**config.mk**
```make
export PLATFORM = sky130hd
export DESIGN_NAME = rxsw_top
export DESIGN_NICKNAME = d
export VERILOG_FILES = /design/src/rtl/rxsw_pkg.sv /design/src/rtl/rxsw_offset_cancel.sv /design/src/rtl/rxsw_slice_pack.sv /design/src/rtl/rxsw_top.sv
export SDC_FILE = /design/constraint.sdc
export NUM_CORES = 1
export LEC_CHECK = 0
export BUFFER_PORTS_ARGS = -buffer_cell sky130_fd_sc_hd__buf_2
export CAP_MARGIN = 10
export CORE_ASPECT_RATIO = 2
export CORE_MARGIN = 3
export CORE_UTILIZATION = 30
export CTS_CLUSTER_SIZE = 14
export DETAILED_ROUTE_END_ITERATION = 8
export SLEW_MARGIN = 20
export SYNTH_ARGS = -nofsm -noshare
export SYNTH_HDL_FRONTEND = slang
export SYNTH_SLANG_ARGS = --single-unit
```
**constraint.sdc**
```tcl
create_clock -name i_core_clk -period 2.03 [get_ports i_core_clk]
set_clock_uncertainty 0.1 [all_clocks]
set_input_delay 0.203 -clock i_core_clk [delete_from_list [all_inputs] [get_ports i_core_clk]]
set_output_delay 0.203 -clock i_core_clk [all_outputs]
set_load 0.02 [all_outputs]
```
**src/rtl/rxsw_pkg.sv**
```systemverilog
// Purpose: shared constants and types of the receive status word block
// Assumes: 16-bit slices packed into a 32-bit word, APB register access
// Notes: register offsets are byte addresses on a 32-bit APB bus
package rxsw_pkg;

  localparam int unsigned SLICE_W      = 16;
  localparam int unsigned RAW_W        = 10;
  localparam int unsigned BYTE_W       = 8;
  localparam int unsigned PIPE_W       = 2;
  localparam int unsigned APB_AW       = 8;
  localparam int unsigned CNT_W        = 16;

  // slice field positions
  localparam int unsigned POS_DATA_LSB = 0;
  localparam int unsigned POS_CTRL     = 8;
  localparam int unsigned POS_CODEERR  = 9;
  localparam int unsigned POS_SYNC     = 10;
  localparam int unsigned POS_DISPERR  = 11;
  localparam int unsigned POS_PATDET   = 12;
  localparam int unsigned POS_RMDEL    = 13;
  localparam int unsigned POS_RMINS    = 14;
  localparam int unsigned POS_PIPE_LSB = 13;
  localparam int unsigned POS_RDISP    = 15;

  // register byte offsets
  localparam logic [APB_AW-1:0] OFS_CTRL    = 8'h00;
  localparam logic [APB_AW-1:0] OFS_STATUS  = 8'h04;
  localparam logic [APB_AW-1:0] OFS_RCFGOUT = 8'h08;
  localparam logic [APB_AW-1:0] OFS_RCFGIN  = 8'h0c;
  localparam logic [APB_AW-1:0] OFS_RMCNT   = 8'h10;
  localparam logic [APB_AW-1:0] OFS_LIVE    = 8'h14;

  // control register fields
  localparam int unsigned CTRL_MODE10  = 0;
  localparam int unsigned CTRL_PIPE    = 1;
  localparam int unsigned CTRL_ENABLE  = 2;
  localparam int unsigned CTRL_W       = 3;
  localparam logic [CTRL_W-1:0] CTRL_RESET = 3'h4;

  // status register fields
  localparam int unsigned STS_OC_DONE  = 0;
  localparam int unsigned STS_OC_BUSY  = 1;
  localparam int unsigned STS_PD_VIOL  = 2;
  localparam int unsigned STS_CODE_ERR = 3;
  localparam int unsigned STS_SYNC_LOST = 4;

  // rate-match counter register halves
  localparam int unsigned RMCNT_INS_LSB = 0;
  localparam int unsigned RMCNT_DEL_LSB = 16;

  localparam logic [CNT_W-1:0] CNT_ONE  = 16'h0001;
  localparam logic [CNT_W-1:0] CNT_MAX  = 16'hffff;
  localparam logic [CNT_W-1:0] CNT_ZERO = 16'h0000;

  typedef enum logic [3:0] {
    RXSW_OC_WAIT = 4'b0001,
    RXSW_OC_DISC = 4'b0010,
    RXSW_OC_CAL  = 4'b0100,
    RXSW_OC_DONE = 4'b1000
  } rxsw_oc_state_t;

endpackage

```
**src/rtl/rxsw_offset_cancel.sv**
```systemverilog
// Purpose: one-shot receiver offset cancellation sequencer
// Assumes: i_reset is the power-up reset of the channel
// Notes: reconfiguration reset abandons a run but never repeats a finished one
`timescale 1ns/1ns
`default_nettype none
module rxsw_offset_cancel #(
  parameter int unsigned CAL_CYCLES = 64
) (
  input  wire logic i_core_clk,
  input  wire logic i_reset,
  input  wire logic i_clk_en,
  input  wire logic i_reconfig_reset,
  output logic      o_disconnect,
  output logic      o_busy,
  output logic      o_done,
  output logic      o_start
);

  localparam int unsigned CW = $clog2(CAL_CYCLES + 1);
  localparam logic [CW-1:0] CAL_LAST = CW'(CAL_CYCLES - 1);

  initial begin
    if (CAL_CYCLES < 1) $error("CAL_CYCLES must be at least one");
  end

  rxsw_pkg::rxsw_oc_state_t state_reg;
  logic [CW-1:0]            cnt_reg;

  always_ff @(posedge i_core_clk) begin
    if (i_reset) begin
      state_reg <= rxsw_pkg::RXSW_OC_WAIT;
      cnt_reg   <= '0;
    end else if (i_clk_en) begin
      unique case (state_reg)
        rxsw_pkg::RXSW_OC_WAIT: begin
          cnt_reg <= '0;
          if (!i_reconfig_reset) state_reg <= rxsw_pkg::RXSW_OC_DISC;
        end
        rxsw_pkg::RXSW_OC_DISC: begin
          if (i_reconfig_reset) state_reg <= rxsw_pkg::RXSW_OC_WAIT;
          else state_reg <= rxsw_pkg::RXSW_OC_CAL;
        end
        rxsw_pkg::RXSW_OC_CAL: begin
          if (i_reconfig_reset) begin
            state_reg <= rxsw_pkg::RXSW_OC_WAIT;
          end else if (cnt_reg == CAL_LAST) begin
            state_reg <= rxsw_pkg::RXSW_OC_DONE;
          end else begin
            cnt_reg <= cnt_reg + CW'(1);
          end
        end
        rxsw_pkg::RXSW_OC_DONE: begin
          state_reg <= rxsw_pkg::RXSW_OC_DONE;
        end
        default: begin
          state_reg <= rxsw_pkg::RXSW_OC_WAIT;
        end
      endcase
    end
  end

  assign o_start      = (state_reg == rxsw_pkg::RXSW_OC_DISC);
  assign o_disconnect = (state_reg == rxsw_pkg::RXSW_OC_DISC) ||
                        (state_reg == rxsw_pkg::RXSW_OC_CAL);
  assign o_busy       = o_disconnect;
  assign o_done       = (state_reg == rxsw_pkg::RXSW_OC_DONE);

endmodule // rxsw_offset_cancel
`default_nettype wire

```
**src/rtl/rxsw_slice_pack.sv**
```systemverilog
// Purpose: packs one receive slice into its 16-bit field layout
// Assumes: all inputs belong to the same received code group
// Notes: purely combinational, registered by the caller
`timescale 1ns/1ns
`default_nettype none
module rxsw_slice_pack (
  input  wire logic                                i_mode10,
  input  wire logic                                i_pipe,
  input  wire logic [rxsw_pkg::RAW_W-1:0]          i_data,
  input  wire logic                                i_ctrl,
  input  wire logic                                i_code_err,
  input  wire logic                                i_sync,
  input  wire logic                                i_disp_err,
  input  wire logic                                i_pat_det,
  input  wire logic                                i_rm_del,
  input  wire logic                                i_rm_ins,
  input  wire logic [rxsw_pkg::PIPE_W-1:0]         i_pipe_status,
  input  wire logic                                i_run_disp,
  output logic      [rxsw_pkg::SLICE_W-1:0]        o_slice
);

  always_comb begin
    o_slice = '0;
    if (i_mode10) begin
      o_slice[rxsw_pkg::POS_DATA_LSB +: rxsw_pkg::RAW_W] = i_data;
    end else begin
      o_slice[rxsw_pkg::POS_DATA_LSB +: rxsw_pkg::BYTE_W] =
        i_data[rxsw_pkg::BYTE_W-1:0];
      o_slice[rxsw_pkg::POS_CTRL]    = i_ctrl;
      o_slice[rxsw_pkg::POS_CODEERR] = i_code_err;
    end
    o_slice[rxsw_pkg::POS_SYNC]    = i_sync;
    o_slice[rxsw_pkg::POS_DISPERR] = i_disp_err;
    o_slice[rxsw_pkg::POS_PATDET]  = i_pat_det;
    if (i_pipe) begin
      o_slice[rxsw_pkg::POS_PIPE_LSB +: rxsw_pkg::PIPE_W] = i_pipe_status;
    end else begin
      o_slice[rxsw_pkg::POS_RMDEL] = i_rm_del;
      o_slice[rxsw_pkg::POS_RMINS] = i_rm_ins;
    end
    o_slice[rxsw_pkg::POS_RDISP]   = i_run_disp;
  end

endmodule // rxsw_slice_pack
`default_nettype wire

```
**src/rtl/rxsw_top.sv**
```systemverilog
// Purpose: receive status word packer with offset cancellation and APB registers
// Assumes: channel status inputs are synchronous to i_core_clk
// Notes: APB access phase takes two cycles, pready comes from a flip-flop
//
// Implementation choices: the register addresses and the APB slave port.
`timescale 1ns/1ns
`default_nettype none
module rxsw_top #(
  parameter int unsigned SLICES     = 2,
  parameter int unsigned TOGXB_W    = 4,
  parameter int unsigned FROMGXB_W  = 5,
  parameter int unsigned CAL_CYCLES = 64
) (
  input  wire logic                                 i_core_clk,
  input  wire logic                                 i_reset,
  input  wire logic                                 i_clk_en,
  // apb slave
  input  wire logic                                 i_psel,
  input  wire logic                                 i_penable,
  input  wire logic                                 i_pwrite,
  input  wire logic [rxsw_pkg::APB_AW-1:0]          i_paddr,
  input  wire logic [31:0]                          i_pwdata,
  output logic      [31:0]                          o_prdata,
  output logic                                      o_pready,
  output logic                                      o_pslverr,
  // channel receive status per slice
  input  wire logic [SLICES*rxsw_pkg::RAW_W-1:0]    i_rx_data,
  input  wire logic [SLICES-1:0]                    i_rx_ctrl,
  input  wire logic [SLICES-1:0]                    i_rx_code_err,
  input  wire logic [SLICES-1:0]                    i_rx_sync,
  input  wire logic [SLICES-1:0]                    i_rx_disp_err,
  input  wire logic [SLICES-1:0]                    i_rx_pat_det,
  input  wire logic [SLICES-1:0]                    i_rx_rm_del,
  input  wire logic [SLICES-1:0]                    i_rx_rm_ins,
  input  wire logic [SLICES*rxsw_pkg::PIPE_W-1:0]   i_rx_pipe_status,
  input  wire logic [SLICES-1:0]                    i_rx_run_disp,
  output logic      [SLICES*rxsw_pkg::SLICE_W-1:0]  o_rx_word,
  // reconfiguration and power control
  input  wire logic                                 i_reconfig_reset,
  input  wire logic                                 i_gxb_powerdown,
  input  wire logic [FROMGXB_W-1:0]                 i_reconfig_fromgxb,
  output logic      [TOGXB_W-1:0]                   o_reconfig_togxb,
  output logic                                      o_rx_disconnect,
  output logic                                      o_oc_done
);

  localparam int unsigned WORD_W = SLICES * rxsw_pkg::SLICE_W;

  initial begin
    if (SLICES < 1 || WORD_W > 32) $error("SLICES must be 1 or 2");
    if (TOGXB_W < 1 || TOGXB_W > 32) $error("TOGXB_W out of range");
    if (FROMGXB_W < 1 || FROMGXB_W > 32) $error("FROMGXB_W out of range");
  end

  function automatic logic addr_mapped(input logic [rxsw_pkg::APB_AW-1:0] a);
    addr_mapped = (a == rxsw_pkg::OFS_CTRL)    || (a == rxsw_pkg::OFS_STATUS) ||
                  (a == rxsw_pkg::OFS_RCFGOUT) || (a == rxsw_pkg::OFS_RCFGIN) ||
                  (a == rxsw_pkg::OFS_RMCNT)   || (a == rxsw_pkg::OFS_LIVE);
  endfunction

  logic [rxsw_pkg::CTRL_W-1:0]   ctrl_reg;
  logic [TOGXB_W-1:0]            rcfg_out_reg;
  logic [FROMGXB_W-1:0]          rcfg_in_reg;
  logic                          pd_viol_reg;
  logic                          code_err_reg;
  logic                          sync_lost_reg;
  logic [rxsw_pkg::CNT_W-1:0]    ins_cnt_reg;
  logic [rxsw_pkg::CNT_W-1:0]    del_cnt_reg;
  logic [WORD_W-1:0]             word_next;
  logic [31:0]                   rdata_next;
  logic                          acc_first;
  logic                          wr_fire;
  logic                          wr_status;
  logic                          wr_rmcnt;
  logic                          oc_disconnect;
  logic                          oc_busy;
  logic                          oc_done;
  logic                          oc_start;
  logic                          mode10;
  logic                          pipe_mode;
  logic                          enable;
  logic                          any_code_err;
  logic                          any_sync_lost;
  logic                          any_ins;
  logic                          any_del;

  assign mode10    = ctrl_reg[rxsw_pkg::CTRL_MODE10];
  assign pipe_mode = ctrl_reg[rxsw_pkg::CTRL_PIPE];
  assign enable    = ctrl_reg[rxsw_pkg::CTRL_ENABLE];

  // apb handshake: first access cycle loads data, second completes
  assign acc_first = i_psel && i_penable && !o_pready;
  assign wr_fire   = i_psel && i_penable && o_pready && i_pwrite && addr_mapped(i_paddr);
  assign wr_status = wr_fire && (i_paddr == rxsw_pkg::OFS_STATUS);
  assign wr_rmcnt  = wr_fire && (i_paddr == rxsw_pkg::OFS_RMCNT);

  // slice packing
  genvar g;
  generate
    for (g = 0; g < SLICES; g++) begin : g_slice
      rxsw_slice_pack u_pack (
        .i_mode10      (mode10),
        .i_pipe        (pipe_mode),
        .i_data        (i_rx_data[g*rxsw_pkg::RAW_W +: rxsw_pkg::RAW_W]),
        .i_ctrl        (i_rx_ctrl[g]),
        .i_code_err    (i_rx_code_err[g]),
        .i_sync        (i_rx_sync[g]),
        .i_disp_err    (i_rx_disp_err[g]),
        .i_pat_det     (i_rx_pat_det[g]),
        .i_rm_del      (i_rx_rm_del[g]),
        .i_rm_ins      (i_rx_rm_ins[g]),
        .i_pipe_status (i_rx_pipe_status[g*rxsw_pkg::PIPE_W +: rxsw_pkg::PIPE_W]),
        .i_run_disp    (i_rx_run_disp[g]),
        .o_slice       (word_next[g*rxsw_pkg::SLICE_W +: rxsw_pkg::SLICE_W])
      );
    end
  endgenerate

  // whole word registered at once so data and status stay aligned
  always_ff @(posedge i_core_clk) begin
    if (i_reset) begin
      o_rx_word <= '0;
    end else if (i_clk_en) begin
      if (enable) o_rx_word <= word_next;
      else o_rx_word <= '0;
    end
  end

  // offset cancellation sequencer
  rxsw_offset_cancel #(
    .CAL_CYCLES (CAL_CYCLES)
  ) u_oc (
    .i_core_clk       (i_core_clk),
    .i_reset          (i_reset),
    .i_clk_en         (i_clk_en),
    .i_reconfig_reset (i_reconfig_reset),
    .o_disconnect     (oc_disconnect),
    .o_busy           (oc_busy),
    .o_done           (oc_done),
    .o_start          (oc_start)
  );

  always_ff @(posedge i_core_clk) begin
    if (i_reset) begin
      o_rx_disconnect <= 1'b0;
      o_oc_done       <= 1'b0;
    end else if (i_clk_en) begin
      o_rx_disconnect <= oc_disconnect;
      o_oc_done       <= oc_done;
    end
  end

  // reconfiguration buses: sequencer owns the outbound bus while busy
  always_ff @(posedge i_core_clk) begin
    if (i_reset) begin
      o_reconfig_togxb <= '0;
      rcfg_in_reg      <= '0;
    end else if (i_clk_en) begin
      if (oc_busy) o_reconfig_togxb <= {{(TOGXB_W-1){1'b0}}, oc_start};
      else o_reconfig_togxb <= rcfg_out_reg;
      rcfg_in_reg <= i_reconfig_fromgxb;
    end
  end

  // power-down during calibration is the far side's fault, recorded sticky
  always_ff @(posedge i_core_clk) begin
    if (i_reset) begin
      pd_viol_reg <= 1'b0;
    end else if (i_clk_en) begin
      if (oc_busy && i_gxb_powerdown) pd_viol_reg <= 1'b1;
      else if (wr_status && i_pwdata[rxsw_pkg::STS_PD_VIOL]) pd_viol_reg <= 1'b0;
    end
  end

  assign any_code_err  = enable && (|(i_rx_code_err & {SLICES{!mode10}}) || |i_rx_disp_err);
  assign any_sync_lost = enable && !(&i_rx_sync);
  assign any_ins       = enable && !pipe_mode && |i_rx_rm_ins;
  assign any_del       = enable && !pipe_mode && |i_rx_rm_del;

  // sticky error flags, an event beats a write-one-to-clear
  always_ff @(posedge i_core_clk) begin
    if (i_reset) begin
      code_err_reg  <= 1'b0;
      sync_lost_reg <= 1'b0;
    end else if (i_clk_en) begin
      if (any_code_err) code_err_reg <= 1'b1;
      else if (wr_status && i_pwdata[rxsw_pkg::STS_CODE_ERR]) code_err_reg <= 1'b0;
      if (any_sync_lost) sync_lost_reg <= 1'b1;
      else if (wr_status && i_pwdata[rxsw_pkg::STS_SYNC_LOST]) sync_lost_reg <= 1'b0;
    end
  end

  // rate-match event counters, saturating, set by any write to OFS_RMCNT to zero, or to one if an event comes in the same cycle
  always_ff @(posedge i_core_clk) begin
    if (i_reset) begin
      ins_cnt_reg <= rxsw_pkg::CNT_ZERO;
      del_cnt_reg <= rxsw_pkg::CNT_ZERO;
    end else if (i_clk_en) begin
      if (wr_rmcnt) begin
        ins_cnt_reg <= any_ins ? rxsw_pkg::CNT_ONE : rxsw_pkg::CNT_ZERO;
        del_cnt_reg <= any_del ? rxsw_pkg::CNT_ONE : rxsw_pkg::CNT_ZERO;
      end else begin
        if (any_ins && ins_cnt_reg != rxsw_pkg::CNT_MAX) ins_cnt_reg <= ins_cnt_reg + rxsw_pkg::CNT_ONE;
        if (any_del && del_cnt_reg != rxsw_pkg::CNT_MAX) del_cnt_reg <= del_cnt_reg + rxsw_pkg::CNT_ONE;
      end
    end
  end

  // software-writable registers
  always_ff @(posedge i_core_clk) begin
    if (i_reset) begin
      ctrl_reg     <= rxsw_pkg::CTRL_RESET;
      rcfg_out_reg <= '0;
    end else if (i_clk_en && wr_fire) begin
      if (i_paddr == rxsw_pkg::OFS_CTRL) ctrl_reg <= i_pwdata[rxsw_pkg::CTRL_W-1:0];
      if (i_paddr == rxsw_pkg::OFS_RCFGOUT) rcfg_out_reg <= i_pwdata[TOGXB_W-1:0];
    end
  end

  // read mux
  always_comb begin
    rdata_next = 32'h0000_0000;
    unique case (i_paddr)
      rxsw_pkg::OFS_CTRL: begin
        rdata_next[rxsw_pkg::CTRL_W-1:0] = ctrl_reg;
      end
      rxsw_pkg::OFS_STATUS: begin
        rdata_next[rxsw_pkg::STS_OC_DONE]   = oc_done;
        rdata_next[rxsw_pkg::STS_OC_BUSY]   = oc_busy;
        rdata_next[rxsw_pkg::STS_PD_VIOL]   = pd_viol_reg;
        rdata_next[rxsw_pkg::STS_CODE_ERR]  = code_err_reg;
        rdata_next[rxsw_pkg::STS_SYNC_LOST] = sync_lost_reg;
      end
      rxsw_pkg::OFS_RCFGOUT: begin
        rdata_next[TOGXB_W-1:0] = rcfg_out_reg;
      end
      rxsw_pkg::OFS_RCFGIN: begin
        rdata_next[FROMGXB_W-1:0] = rcfg_in_reg;
      end
      rxsw_pkg::OFS_RMCNT: begin
        rdata_next[rxsw_pkg::RMCNT_INS_LSB +: rxsw_pkg::CNT_W] = ins_cnt_reg;
        rdata_next[rxsw_pkg::RMCNT_DEL_LSB +: rxsw_pkg::CNT_W] = del_cnt_reg;
      end
      rxsw_pkg::OFS_LIVE: begin
        rdata_next[WORD_W-1:0] = o_rx_word;
      end
      default: begin
        rdata_next = 32'h0000_0000;
      end
    endcase
  end

  // apb response
  always_ff @(posedge i_core_clk) begin
    if (i_reset) begin
      o_pready  <= 1'b0;
      o_prdata  <= 32'h0000_0000;
      o_pslverr <= 1'b0;
    end else if (i_clk_en) begin
      if (acc_first) begin
        o_pready  <= 1'b1;
        o_prdata  <= i_pwrite ? 32'h0000_0000 : rdata_next;
        o_pslverr <= !addr_mapped(i_paddr);
      end else begin
        o_pready  <= 1'b0;
        o_prdata  <= 32'h0000_0000;
        o_pslverr <= 1'b0;
      end
    end
  end

endmodule // rxsw_top
`default_nettype wire

```
==> impl_metrics.json <==
{
  "start_kind": "flop",
  "cts-root-buf": "clkbuf_16",
  "ios": 165,
  "largestRegisters": "o_prdata x32, o_rx_word x32",
  "numClockSinks": 130,
  "synth_top_area_share_pct": 42.2,
  "initial_core_util_pct": 30.8,
  "pre_cts_ws_ps": 27.3,
  "clockBufferDepth": 2,
  "row_count": 73,
  "cp_slowest_stage_delay_ps": 420,
  "drive_above_1_share_pct": 29.8,
  "wl_um": 20600,
  "rsz0062_at_grt": "false",
  "synthFlopType": "dfxtp_1",
  "path_clk_slew_ps": 60,
  "yosysUniqueCellTypes": 71,
  "syn_inst": 697,
  "slew_viol_final": 0,
  "critPathKind": "reg -> reg",
  "dp_cells": 1107,
  "hp-class": "in -> reg",
  "synth_seq_area_share_pct": 42.2,
  "cp_max_fo": 7,
  "drcViolationCount": 0,
  "hold_viol_final": 0,
  "die_y_um": 209,
  "syn_nets": 793,
  "fin_area_mm2": 0.00845,
  "die_w_um": 107,
  "firstDrtPassIters": 7,
  "clk_latency_ps": 420,
  "cp.arrival_ps": 2200,
  "yosysTopAreaCell": "dfxtp_1",
  "fin_setup_tns_ps": 0,
  "ys_top_cells_by_area": "dfxtp_1 42%, a22oi_1 7.9%, nor2_1 6.8%, a22o_1 3.8%, mux2i_1 3.4%",
  "synth_warnings": 0,
  "layout.nets": 995,
  "clock.fmax_mhz": 509,
  "rr_startpoint": "ins_cnt_reg[0]",
  "grt_pass1_wl_um": 31900,
  "power_leakage_nw": 3.57,
  "dieArea_mm2": 0.0224,
  "routabilityCongestion": 0.871,
  "worst_pin_slew_ps": 489,
  "antenna_found_initial": 1,
  "ir_drop_uv": 586,
  "dpl_cell_area_mm2": 0.00748,
  "design.core.area_mm2": 0.0200,
  "synth_enable_flop_cells": 0,
  "crit_path_start": "ins_cnt_reg[0]",
  "required_ps": 2260,
  "synthToLayoutAreaGrowth_pct": 37.1,
  "portBuffers": 137,
  "avgViaCountPerCell": 5.24,
  "ff2ff_setup_slack_ps": 70,
  "overflow": 0,
  "drtIter0Drc": 407,
  "min-delay-start": "i_reset",
  "cts_made_buffers": 17,
  "critical_path.cell_chain": "ha_1 -> and3_4 -> nand3_2 -> o311ai_4 -> buf_6 -> a22oi_1 -> o32ai_2",
  "dp_hpwl_um": 15000,
  "status": "finished clean",
  "maxCapViolCount": 0,
  "hold_path_depth": 2,
  "antenna_cells": 0,
  "track_usage_pct": 18.1,
  "grt_pass1_vias": 6008,
  "cts_tree": "done",
  "utilization_pct": 42.3,
  "powerDensity_mw_per_mm2": 760,
  "min_to": "u_oc.cnt_reg[1]",
  "ant_nets": 0,
  "min_period_ps": 1960,
  "setup_violations": 0,
  "avgSynthCellArea_um2": 8.85,
  "slowest_stage": "o311ai_4",
  "h-tree-depth": 4,
  "ys_ff_latch": 130,
  "end_kind": "flop",
  "power_mw": 6.42,
  "synth-async-reset-ratio_pct": 0,
  "grt_max_degree": 67,
  "hold_ws_ps": 42.5,
  "period_share_pct": 96.8,
  "reg2reg_depth": 7,
  "slew_headroom_pct": 67.4,
  "n_fill_cell": 2016,
  "syn_area_mm2": 0.00617,
  "r2r_end": "ins_cnt_reg[6]",
  "layout_setup_ws_ps": 65.7,
  "wl_per_cell_um": 17.6,
  "stdcell_count": 1174,
  "via_count": 6149
}
[worst max path at each step]
stage                     endpoint  cells after the start
finish              ins_cnt_reg[6]                      7
floorplan           ins_cnt_reg[3]                      7
detailed placement  ins_cnt_reg[6]                      7
global placement    ins_cnt_reg[6]                      7
global route        ins_cnt_reg[3]                      7
CTS                 ins_cnt_reg[6]                      7
[cell type report]
type	instances	area [um^2]	area share, %
timing repair buffer	237	1590	18.8
sequential	130	2600	30.8
multi-input combinational	502	3310	39.1
clock buffer	22	464	5.49
inverter	11	41.3	0.489
clock inverter	10	124	1.47
tap	262	328	3.88
[power by group]
part	internal [mW]	switching (mW)	leakage, nW	total (mW)
Clock	1.89	1.19	0.282	3.08
Sequential	2.62	0.0545	1.06	2.67
Combinational	0.295	0.379	2.23	0.674
[placed cells by master, fill, tap and decap left out, types with 3 or more instances in the layout]
cell	count
nor3_1	12
nor2_1	109
a22o_1	27
nand2b_1	4
inv_6	3
mux2_2	13
a22oi_1	65
and4_1	5
buf_4	60
xor2_1	5
ha_1	3
nand4_1	5
clkbuf_16	17
nand3_1	28
buf_6	3
dfxtp_1	130
a21oi_1	23
xnor2_1	13
buf_12	4
clkbuf_1	3
buf_2	136
o32ai_2	3
nor2b_1	5
dlygate4sd3_1	34
nor4b_1	5
o21ai_1	3
and3_1	6
a2111o_1	8
mux2i_1	21
o21ai_0	11
o2111ai_1	8
nor4_1	5
a32o_1	3
inv_1	9
and2_1	5
nand2_1	52
[cells by family after synthesis]
family	count (synthesis)	share of synthesized area (%)
mux	34	5.78
buf+inv	65	4.59
compound gates	179	22.8
flops	130	42.2
simple gates	268	21.4
xor+xnor	18	2.56
fa+ha+maj	3	0.609
[worst max-delay path, delay by kind of cell (launching register included)]
kind	cells	cell delay, ps
DFF	1	340
adders and majority gates	1	200
and+or+nand+nor	2	320
AOI/OAI and AO/OA	3	740
buffers and inverters	1	180
[metal layers]
| metal | GRT usage, % | vias up | routed length [um] |
|---|---|---|---|
| met5 | 0 | - | 11 |
| met4 | 8.89 | 2 | 892 |
| met3 | 2.72 | 51 | 836 |
| met2 | 33.3 | 203 | 11100 |
| met1 | 19.8 | 2918 | 7800 |
| li1 | - | 2975 | - |
[synthesized netlist by cell type, types with 3 or more instances]
cell	instances
a2111o_1	8
a21oi_1	23
a22o_1	27
a22oi_1	65
a32o_1	3
and2_1	5
and3_1	7
and4_1	7
buf_1	3
buf_2	10
buf_4	3
clkbuf_1	36
dfxtp_1	130
ha_1	3
inv_1	9
mux2_2	13
mux2i_1	21
nand2_1	52
nand2b_1	4
nand3_1	29
nand4_1	5
nor2_1	111
nor2b_1	6
nor3_1	12
nor4_1	5
nor4b_1	5
o2111ai_1	8
o21ai_0	12
o32ai_2	3
xnor2_1	13
xor2_1	5
[repair_timing]
item,CTS,global route
gates resized for setup,0,10
buffers inserted,0,1
setup endpoints to repair,0,14
hold endpoints to repair,37,0
hold buffers,34,0
Power figures use the tool's default switching activity.
